--- config.mk ---
export PLATFORM = sky130hd
export DESIGN_NAME = acs_top
export DESIGN_NICKNAME = d
export VERILOG_FILES = /design/src/acs_pkg.sv /design/src/acs_sar.sv /design/src/acs_top.sv
export SDC_FILE = /design/constraint.sdc
export NUM_CORES = 1
export LEC_CHECK = 0
export BUFFER_PORTS_ARGS = -buffer_cell sky130_fd_sc_hd__clkbuf_2
export CORE_MARGIN = 3
export CORE_UTILIZATION = 44
export CTS_BUF_LIST = sky130_fd_sc_hd__clkbuf_4 sky130_fd_sc_hd__clkbuf_8
export DETAILED_ROUTE_END_ITERATION = 7
export GPL_TIMING_DRIVEN = 0
export HOLD_SLACK_MARGIN = 0.12
export PLACE_DENSITY_LB_ADDON = 0.15
export SKIP_LAST_GASP = 1
export SYNTH_ARGS = -nofsm -noshare
export SYNTH_HDL_FRONTEND = slang
export SYNTH_SLANG_ARGS = --single-unit
--- constraint.sdc ---
create_clock -name sys_clk -period 2.5 [get_ports sys_clk]
set_input_delay 0 -clock sys_clk [delete_from_list [all_inputs] [get_ports sys_clk]]
set_output_delay 0 -clock sys_clk [all_outputs]
set_load 0.01 [all_outputs]
--- src/acs_pkg.sv ---
// Constants shared by the conversion sequencer and its
// successive-approximation engine.
// Assumes one system clock and a machine-cycle strobe.

package acs_pkg;

    // =========================================================
    // Register offsets
    localparam logic [7:0] OFS_CTRL = 8'h00;
    localparam logic [7:0] OFS_RESULT_HI = 8'h01;
    localparam logic [7:0] OFS_IRQ_STAT = 8'h02;
    localparam logic [7:0] OFS_IRQ_MASK = 8'h03;

    // =========================================================
    // Control/status field positions
    localparam int CHAN_LSB = 0;
    localparam int CHAN_MSB = 2;
    localparam int BUSY_BIT = 3;
    localparam int DONE_BIT = 4;
    localparam int EXT_EN_BIT = 5;
    localparam int RES_LO_LSB = 6;
    localparam int RES_LO_MSB = 7;

    // Interrupt status bit positions
    localparam int IRQ_DONE_BIT = 0;
    localparam int IRQ_ABORT_BIT = 1;

    // =========================================================
    // Reset values
    localparam logic [2:0] CHAN_RST = 3'h0;
    localparam logic [7:0] BYTE_RST = 8'h00;
    localparam logic [9:0] RESULT_RST = 10'h000;

    // =========================================================
    // Timing in machine cycles
    localparam int INIT_MC = 2;
    localparam int SAMPLE_MC = 8;
    localparam int MC_PER_BIT = 4;
    localparam int RES_BITS = 10;
    localparam int TOTAL_MC = INIT_MC + SAMPLE_MC + MC_PER_BIT * RES_BITS;

    // =========================================================
    // Sequencer states
    typedef enum logic [1:0] {
        ST_IDLE = 2'b00,
        ST_INIT = 2'b01,
        ST_SAMPLE = 2'b10,
        ST_CONVERT = 2'b11
    } acs_state_type;

endpackage

--- src/acs_sar.sv ---
// Successive-approximation register for the converter.
// Assumes the comparator answer is valid whenever step is high.

`timescale 1ns/1ps

module acs_sar import acs_pkg::*; #(
    parameter int WIDTH = 10
) (
    input wire logic sys_clk,
    input wire logic arst_n,
    input wire logic load,
    input wire logic step,
    input wire logic comp_hi,
    output logic [WIDTH-1:0] code_q,
    output logic [WIDTH-1:0] result
);

    // =========================================================
    // Elaboration check
    if (WIDTH < 2) begin : g_width_chk
        $error("acs_sar needs WIDTH of at least 2");
    end

    // Index of the bit now on trial
    logic [$clog2(WIDTH)-1:0] idx_q;
    // Trial code with the bit on trial resolved
    logic [WIDTH-1:0] resolved;
    // One-hot mask of the next trial bit
    logic [WIDTH-1:0] next_bit;

    // =========================================================
    // Resolve the trial bit from the comparator
    always_comb begin
        resolved = code_q;
        // Low comparator means the trial overshot the input
        if (!comp_hi) begin
            resolved[idx_q] = 1'b0;
        end
        next_bit = '0;
        if (idx_q != '0) begin
            next_bit[idx_q - 1'b1] = 1'b1;
        end
    end

    // Final word as it stands after the present step
    assign result = resolved;

    // =========================================================
    // Trial code and bit index
    always_ff @(posedge sys_clk or negedge arst_n) begin
        if (!arst_n) begin
            code_q <= '0;
            idx_q <= '0;
        end else if (load) begin
            // Start at mid-scale with the top bit on trial
            code_q <= {1'b1, {(WIDTH-1){1'b0}}};
            idx_q <= ($clog2(WIDTH))'(WIDTH - 1);
        end else if (step) begin
            code_q <= resolved | next_bit;
            if (idx_q != '0) begin
                idx_q <= idx_q - 1'b1;
            end
        end
    end

endmodule

--- src/acs_top.sv ---
// Control logic of the 8-input 10-bit analog converter.
// Assumes a one-cycle machine-cycle strobe from the clock
// generator and a comparator answer from the analog core.
//
// The strobed register port and the register offsets were chosen for this implementation.

`timescale 1ns/1ps

module acs_top import acs_pkg::*; (
    input wire logic sys_clk,
    input wire logic arst_n,
    input wire logic [7:0] reg_addr,
    input wire logic [7:0] reg_wdata,
    input wire logic reg_wr,
    input wire logic reg_rd,
    output logic [7:0] reg_rdata_q,
    input wire logic mc_strobe,
    input wire logic external_start_pin,
    input wire logic sleep_req,
    input wire logic comp_hi,
    output logic [2:0] analog_select_q,
    output logic sample_en_q,
    output logic [RES_BITS-1:0] trial_code_q,
    output logic irq_q
);

    // =========================================================
    // Declarations
    // Sequencer state and its next value
    acs_state_type state_q;
    acs_state_type state_d;
    // Machine cycles spent in the present state; the bit number in conversion
    logic [5:0] cnt_q;
    // Machine cycles within the present result bit
    logic [1:0] phase_q;
    // Software start waiting for the cycle boundary
    logic pend_q;
    // Pin level at the previous machine-cycle end
    logic pin_prev_q;
    // Register fields
    logic [2:0] chan_q;
    logic ext_en_q;
    logic done_q;
    logic busy_q;
    logic [RES_BITS-1:0] result_q;
    // Interrupt status and mask
    logic [1:0] irq_stat_q;
    logic [1:0] irq_mask_q;
    // Decoded accesses
    logic wr_ctrl;
    logic wr_stat;
    logic wr_mask;
    // Done flag as the present write leaves it
    logic done_clr;
    logic done_after;
    // Start qualification
    logic quiet;
    logic sw_start;
    logic pin_rise;
    logic begin_conv;
    // Sequencer events
    logic init1_end;
    logic sample_end;
    logic bit_step;
    logic conv_end;
    logic abort;
    // Word from the approximation engine
    logic [RES_BITS-1:0] sar_result;

    // =========================================================
    // Register decode
    assign wr_ctrl = reg_wr && (reg_addr == OFS_CTRL);
    assign wr_stat = reg_wr && (reg_addr == OFS_IRQ_STAT);
    assign wr_mask = reg_wr && (reg_addr == OFS_IRQ_MASK);
    // Writing zero to the done bit clears it; one has no effect
    assign done_clr = wr_ctrl && !reg_wdata[DONE_BIT];
    // Blocking looks at done after this write, so a write that
    // clears done and sets start is allowed to restart
    assign done_after = done_q && !done_clr;

    // =========================================================
    // Start qualification
    // Nothing running, nothing pending and not going to sleep
    assign quiet = (state_q == ST_IDLE) && !busy_q && !pend_q
        && !sleep_req;
    // Software start through the busy bit
    assign sw_start = wr_ctrl && reg_wdata[BUSY_BIT] && quiet
        && !done_after;
    // Rising pin edge judged only at machine-cycle ends
    assign pin_rise = mc_strobe && external_start_pin && !pin_prev_q
        && ext_en_q && quiet && !done_after;
    // Conversion opens on the boundary after the request
    assign begin_conv = (state_q == ST_IDLE) && !sleep_req
        && ((mc_strobe && pend_q) || pin_rise);

    // =========================================================
    // Sequencer events on machine-cycle ends, except abort, which is taken on any clock
    assign abort = sleep_req && (state_q != ST_IDLE || pend_q);
    assign init1_end = (state_q == ST_INIT) && mc_strobe
        && (cnt_q == 6'h00) && !sleep_req;
    assign sample_end = (state_q == ST_SAMPLE) && mc_strobe
        && (cnt_q == 6'(SAMPLE_MC - 1)) && !sleep_req;
    assign bit_step = (state_q == ST_CONVERT) && mc_strobe
        && (phase_q == 2'(MC_PER_BIT - 1)) && !sleep_req;
    // Last bit resolved: fifty machine cycles since the start
    assign conv_end = bit_step && (cnt_q == 6'(RES_BITS - 1));

    // =========================================================
    // Next-state logic
    always_comb begin
        state_d = state_q;
        unique case (state_q)
            ST_IDLE: begin
                if (begin_conv) begin
                    state_d = ST_INIT;
                end
            end
            ST_INIT: begin
                // Second init cycle ends: sampling starts
                if (mc_strobe && cnt_q == 6'(INIT_MC - 1)) begin
                    state_d = ST_SAMPLE;
                end
            end
            ST_SAMPLE: begin
                if (sample_end) begin
                    state_d = ST_CONVERT;
                end
            end
            ST_CONVERT: begin
                if (conv_end) begin
                    state_d = ST_IDLE;
                end
            end
        endcase
        // Sleep overrides everything
        if (sleep_req) begin
            state_d = ST_IDLE;
        end
    end

    // =========================================================
    // State register
    // Reset leaves the sequencer idle
    always_ff @(posedge sys_clk or negedge arst_n) begin
        if (!arst_n) begin
            state_q <= ST_IDLE;
        end else begin
            state_q <= state_d;
        end
    end

    // =========================================================
    // Machine-cycle counters
    // Counting strobes, not clocks, keeps the timing fixed to
    // the core's machine cycle whatever its clock ratio
    always_ff @(posedge sys_clk or negedge arst_n) begin
        if (!arst_n) begin
            cnt_q <= 6'h00;
            phase_q <= 2'h0;
        end else if (state_d != state_q) begin
            // Every state starts counting from zero
            cnt_q <= 6'h00;
            phase_q <= 2'h0;
        end else if (mc_strobe) begin
            if (state_q == ST_CONVERT) begin
                // In conversion the counter holds the bit number
                phase_q <= phase_q + 2'h1;
                if (bit_step) begin
                    cnt_q <= cnt_q + 6'h01;
                end
            end else if (state_q != ST_IDLE) begin
                cnt_q <= cnt_q + 6'h01;
            end
        end
    end

    // =========================================================
    // Pending software start
    // Cleared on the boundary that opens the conversion
    always_ff @(posedge sys_clk or negedge arst_n) begin
        if (!arst_n) begin
            pend_q <= 1'b0;
        end else if (sleep_req) begin
            pend_q <= 1'b0;
        end else if (sw_start) begin
            pend_q <= 1'b1;
        end else if (begin_conv) begin
            pend_q <= 1'b0;
        end
    end

    // =========================================================
    // Pin history for edge detection
    // Updated only at cycle ends, so a pulse shorter than a
    // machine cycle may be missed; that is by design
    always_ff @(posedge sys_clk or negedge arst_n) begin
        if (!arst_n) begin
            pin_prev_q <= 1'b0;
        end else if (mc_strobe) begin
            pin_prev_q <= external_start_pin;
        end
    end

    // =========================================================
    // Busy flag
    // Software can never clear it; only completion or sleep do
    always_ff @(posedge sys_clk or negedge arst_n) begin
        if (!arst_n) begin
            busy_q <= 1'b0;
        end else if (sleep_req) begin
            busy_q <= 1'b0;
        end else if (init1_end) begin
            busy_q <= 1'b1;
        end else if (conv_end) begin
            busy_q <= 1'b0;
        end
    end

    // =========================================================
    // Completion flag
    // Completion wins over a clear in the same cycle
    always_ff @(posedge sys_clk or negedge arst_n) begin
        if (!arst_n) begin
            done_q <= 1'b0;
        end else if (conv_end) begin
            done_q <= 1'b1;
        end else if (done_clr) begin
            done_q <= 1'b0;
        end
    end

    // =========================================================
    // Result latch
    // Loaded only at a completion that finds done clear, so a
    // held result stays intact
    always_ff @(posedge sys_clk or negedge arst_n) begin
        if (!arst_n) begin
            result_q <= RESULT_RST;
        end else if (conv_end && !done_q) begin
            result_q <= sar_result;
        end
    end

    // =========================================================
    // Channel field and external enable
    always_ff @(posedge sys_clk or negedge arst_n) begin
        if (!arst_n) begin
            chan_q <= CHAN_RST;
            ext_en_q <= 1'b0;
        end else if (wr_ctrl) begin
            ext_en_q <= reg_wdata[EXT_EN_BIT];
            // Channel frozen unless fully idle
            if (!done_q && !busy_q && state_q == ST_IDLE && !pend_q) begin
                chan_q <= reg_wdata[CHAN_MSB:CHAN_LSB];
            end
        end
    end

    // =========================================================
    // Analog-side outputs
    // The multiplexer follows the channel field one clock later
    always_ff @(posedge sys_clk or negedge arst_n) begin
        if (!arst_n) begin
            analog_select_q <= CHAN_RST;
            sample_en_q <= 1'b0;
        end else begin
            analog_select_q <= chan_q;
            // Sample window spans the eight sampling cycles
            sample_en_q <= (state_d == ST_SAMPLE);
        end
    end

    // =========================================================
    // Approximation engine
    // Loaded as sampling ends, stepped once per result bit
    acs_sar #(
        .WIDTH(RES_BITS)
    ) u_sar (
        .sys_clk(sys_clk),
        .arst_n(arst_n),
        .load(sample_end),
        .step(bit_step),
        .comp_hi(comp_hi),
        .code_q(trial_code_q),
        .result(sar_result)
    );

    // =========================================================
    // Interrupt status and mask
    // Hardware set wins over a write-one clear
    always_ff @(posedge sys_clk or negedge arst_n) begin
        if (!arst_n) begin
            irq_stat_q <= 2'h0;
            irq_mask_q <= 2'h0;
        end else begin
            if (wr_mask) begin
                irq_mask_q <= reg_wdata[1:0];
            end
            if (conv_end) begin
                irq_stat_q[IRQ_DONE_BIT] <= 1'b1;
            end else if (wr_stat && reg_wdata[IRQ_DONE_BIT]) begin
                irq_stat_q[IRQ_DONE_BIT] <= 1'b0;
            end
            if (abort) begin
                irq_stat_q[IRQ_ABORT_BIT] <= 1'b1;
            end else if (wr_stat && reg_wdata[IRQ_ABORT_BIT]) begin
                irq_stat_q[IRQ_ABORT_BIT] <= 1'b0;
            end
        end
    end

    // =========================================================
    // Interrupt output
    // Registered, so it follows the status one cycle late
    always_ff @(posedge sys_clk or negedge arst_n) begin
        if (!arst_n) begin
            irq_q <= 1'b0;
        end else begin
            irq_q <= |(irq_stat_q & irq_mask_q);
        end
    end

    // =========================================================
    // Read port
    // Data stand in the cycle after the strobe and only there
    always_ff @(posedge sys_clk or negedge arst_n) begin
        if (!arst_n) begin
            reg_rdata_q <= BYTE_RST;
        end else if (reg_rd) begin
            unique case (reg_addr)
                OFS_CTRL: begin
                    reg_rdata_q <= {result_q[1:0], ext_en_q, done_q,
                        busy_q, chan_q};
                end
                OFS_RESULT_HI: reg_rdata_q <= result_q[RES_BITS-1:2];
                OFS_IRQ_STAT: reg_rdata_q <= {6'h00, irq_stat_q};
                OFS_IRQ_MASK: reg_rdata_q <= {6'h00, irq_mask_q};
                default: begin
                    // Unmapped offsets read as zero
                    reg_rdata_q <= BYTE_RST;
                end
            endcase
        end else begin
            reg_rdata_q <= BYTE_RST;
        end
    end

endmodule

==> results_dict.tcl <==
set metrics [dict create \
    routedWlPerCell_um 15.03 \
    status "finished clean" \
    hpwl_um 5113 \
    wl_met3_um 305 \
    endpoint_kind "register" \
    leakage_nw 1.727 \
    fin_crit_sh_pct 94.32 \
    drive_gt1_share_pct 22.02 \
    grt_pass1_wl_um 12460 \
    crit_path_max_incr_delay_ps 710 \
    critPathMostFrequentCell "dlygate4sd3_1" \
    clock_latency_ps 340 \
    cp.required_ps 2760 \
    grt_pass1_vias 2595 \
    cts_setup_buffers 0 \
    drt_iter0_drc 141 \
    viasPerCell 5.362 \
    maxCapViolCount 0 \
    synth_edf_count 0 \
    max_slew.worst_pin.slew_ps 801.9 \
    cts_tree "yes" \
    synth_area_um2 3143 \
    ys_async_sr_fraction_pct 100.0 \
    ctsHtreeMaxLevel 3 \
    seq_area_frac_synth_pct 46.97 \
    final_nets 408 \
    grt_setup_unrepaired "no" \
    cp_max_fo 4 \
    core_um2 6869 \
    postLayoutCoreUtil_pct 56.03 \
    drtAntennaViolNets 0 \
    initial_core_util_pct 45.76 \
    fillCellCount 632 \
    crit_chain "dlygate4sd3_1, clkbuf_2, or4b_2, o31ai_2, a32oi_1, dlygate4sd3_1, nor2_1" \
    gp_congestion 0.8189 \
    fin_crit_ps 2358 \
    hold_path.class "primary input to register" \
    vdd_ir_drop_max_mv 0.2425 \
    startpoint_type "primary input" \
    drv_slew 0 \
    io-pin-count 47 \
    fp.dieH_um 90.52 \
    clock-sinks 59 \
    synthesis.instances 302 \
    yosysTopAreaCell "dfrtp_1" \
    slowest_stage "or4b_2" \
    multi_input_area_um2 1563 \
    n_antenna_cell 0 \
    port_buffers 42 \
    first_pass_iters 4 \
    grt_use_total_pct 18.78 \
    die_x_um 90.52 \
    drt-met1-wl_um 3324 \
    setup_viol 0 \
    clock_path_buffers 2 \
    clockRootBuffer "clkbuf_8" \
    power_density_nw_per_um2 600.8 \
    finClkSkew_ps 11.81 \
    maxSlewHeadroom_pct 46.54 \
    path_class "primary input to register" \
    max_freq_ghz 0.4241 \
    clk_pin_slew_ps 70 \
    synth_area_leaders "dfrtp_1 (47%), ha_1 (4.8%), mux2_2 (3.9%)" \
    grt_max_degree 60 \
    hold_viol_final 0 \
    synth_top_area_share_pct 46.97 \
    syn-num-nets 338 \
    num_vias 2536 \
    yosys_warnings 0 \
    overflow 0 \
    cp_data_arrival_time_ps 2620 \
    avgSynthCellArea_um2 10.41 \
    areaGrowthSynthToFinish_pct 22.45 \
    rows 30 \
    seq_area_um2 1476 \
    numCtsBuffers 9 \
    ys.flop_type "dfrtp_1" \
    antenna_found_initial 0 \
    ys_ff_latch 59 \
    fin_tns_setup_ps 0 \
    drt_wl_total_um 7111 \
    maxUsedRoutingLayer "met4" \
    wl_met2_um 3356 \
    remaining_drc_errors 0 \
    dieArea_um2 8193 \
    ys_types 56 \
]
==> sequential cells by signal, indices dropped and copies added, names as in the netlist <==
| register | flops |
|---|---|
| state_q | 2 |
| irq_stat_q | 2 |
| irq_mask_q | 2 |
| done_q | 1 |
| chan_q | 3 |
| phase_q | 2 |
| analog_select_q | 3 |
| ext_en_q | 1 |
| busy_q | 1 |
| pend_q | 1 |
| reg_rdata_q | 8 |
| pin_prev_q | 1 |
| cnt_q | 6 |
| u_sar.idx_q | 4 |
| sample_en_q | 1 |
| irq_q | 1 |
| u_sar.code_q | 10 |
| result_q | 10 |
==> area by class of cell <==
cell class,instances,share of cell area (%)
Multi-Input combinational cell,217,40.60
Tap cell,96,3.121
Clock inverter,5,1.365
Buffer,15,1.756
Clock buffer,11,3.771
Timing Repair Buffer,59,9.948
Inverter,11,1.073
Sequential cell,59,38.36
==> cells in the final DEF (no fill, tap or decap), types with 2 or more instances in the layout <==
cell	count
nand2b_1	8
a2111oi_0	4
nor2_1	21
a32o_1	7
ha_1	12
clkbuf_4	2
clkbuf_1	11
clkbuf_2	41
or4_1	2
clkbuf_8	10
nor2b_1	8
nor4_1	6
xnor2_1	6
a211oi_1	3
inv_1	11
clkinv_2	3
and3_1	2
o21ai_0	14
dlygate4sd3_1	17
nand4_1	3
a2bb2oi_1	2
dfrtp_1	59
a21boi_0	8
and2_1	3
nand3_1	7
nand4b_1	2
or3_1	2
mux2i_1	9
a32oi_1	2
mux2_2	11
nand2_1	17
a22o_1	3
a21oi_1	8
mux4_2	2
nor3_1	16
or4b_1	2
o31ai_1	4
buf_2	3
==> report_power, final <==
part	leakage, nW	internal, W	switching, W	total, W
combinational	0.819	0.000163	0.000231	0.000394
sequential	0.805	0.00100	0.0000448	0.00105
clock	0.103	0.000493	0.000379	0.000872
total	1.73	0.00166	0.000655	0.00231
==> layer usage <==
metal,vias to the layer above,track usage [%]
li1,1256,-
met3,12,4.833
met2,59,30.02
met4,0,6.378
met5,-,0
met1,1209,24.76
==> synth_stat cells (3+ instances only) <==
cell type / n
nand2_1: 17
a21oi_1: 8
xnor2_1: 6
mux2i_1: 9
nand2b_1: 8
dfrtp_1: 59
a2111oi_0: 4
a22o_1: 3
o21ai_0: 14
a32o_1: 7
mux2_2: 11
nand4_1: 3
inv_1: 11
nor2_1: 21
a21boi_0: 8
clkbuf_1: 11
buf_2: 3
o31ai_1: 5
nor4_1: 6
a211oi_1: 3
nor2b_1: 8
ha_1: 12
nor3_1: 16
and2_1: 3
nand3_1: 7
==> kinds of logic after synthesis <==
family                     Yosys count  share of synthesized area [%]
buffers and inverters               26                          3.463
and+or+nand+nor                    108                          18.79
xor gates and xnor gates             6                          1.672
AOI/OAI and AO/OA                   69                          16.08
adders and majority gates           12                          4.777
DFF                                 59                          46.97
muxes                               22                          8.240
==> timing repair <==
item                                    CTS  global route
endpoints found under the setup margin    0             1
hold endpoints to repair                 74             0
hold buffers                             17             0
resized for setup                         0             1
==> stage by stage <==
step	hold slack [ps]	setup WS (ps)	instance area (µm²)	instances	total power [W]
3_5_place_dp	171.1	258.5	3476	440	0.001438
3_3_place_gp	220.5	246.7	3473	440	0.001434
5_1_grt	170.9	62.89	3849	473	0.002433
4_1_cts	129.2	47.19	3844	473	0.002333
2_1_floorplan	-295.6	376.6	3143	302	0.001317
6_report	129.0	142.0	3849	473	0.002312
==> critical path: cells and delay by family <==
kind                   cells  cell delay, ps
AND/OR/NAND/NOR            2             800
AO/OA/AOI/OAI              2             570
buffers and inverters      3            1250
==> path summary, 6_finish.rpt <==
kind,slack [ps],from,depth (start not counted),endpoint
hold / removal,130,reg_addr[1],3,irq_stat_q[0]
hold reg to reg,400,chan_q[2],0,analog_select_q[2]
setup reg to reg,170,state_q[0],6,pend_q
max in group asynchronous,1660,arst_n,2,result_q[9]
min in group asynchronous,310,arst_n,2,ext_en_q
setup / recovery,140,reg_addr[7],7,pend_q
(Power assumes the default switching activity.)
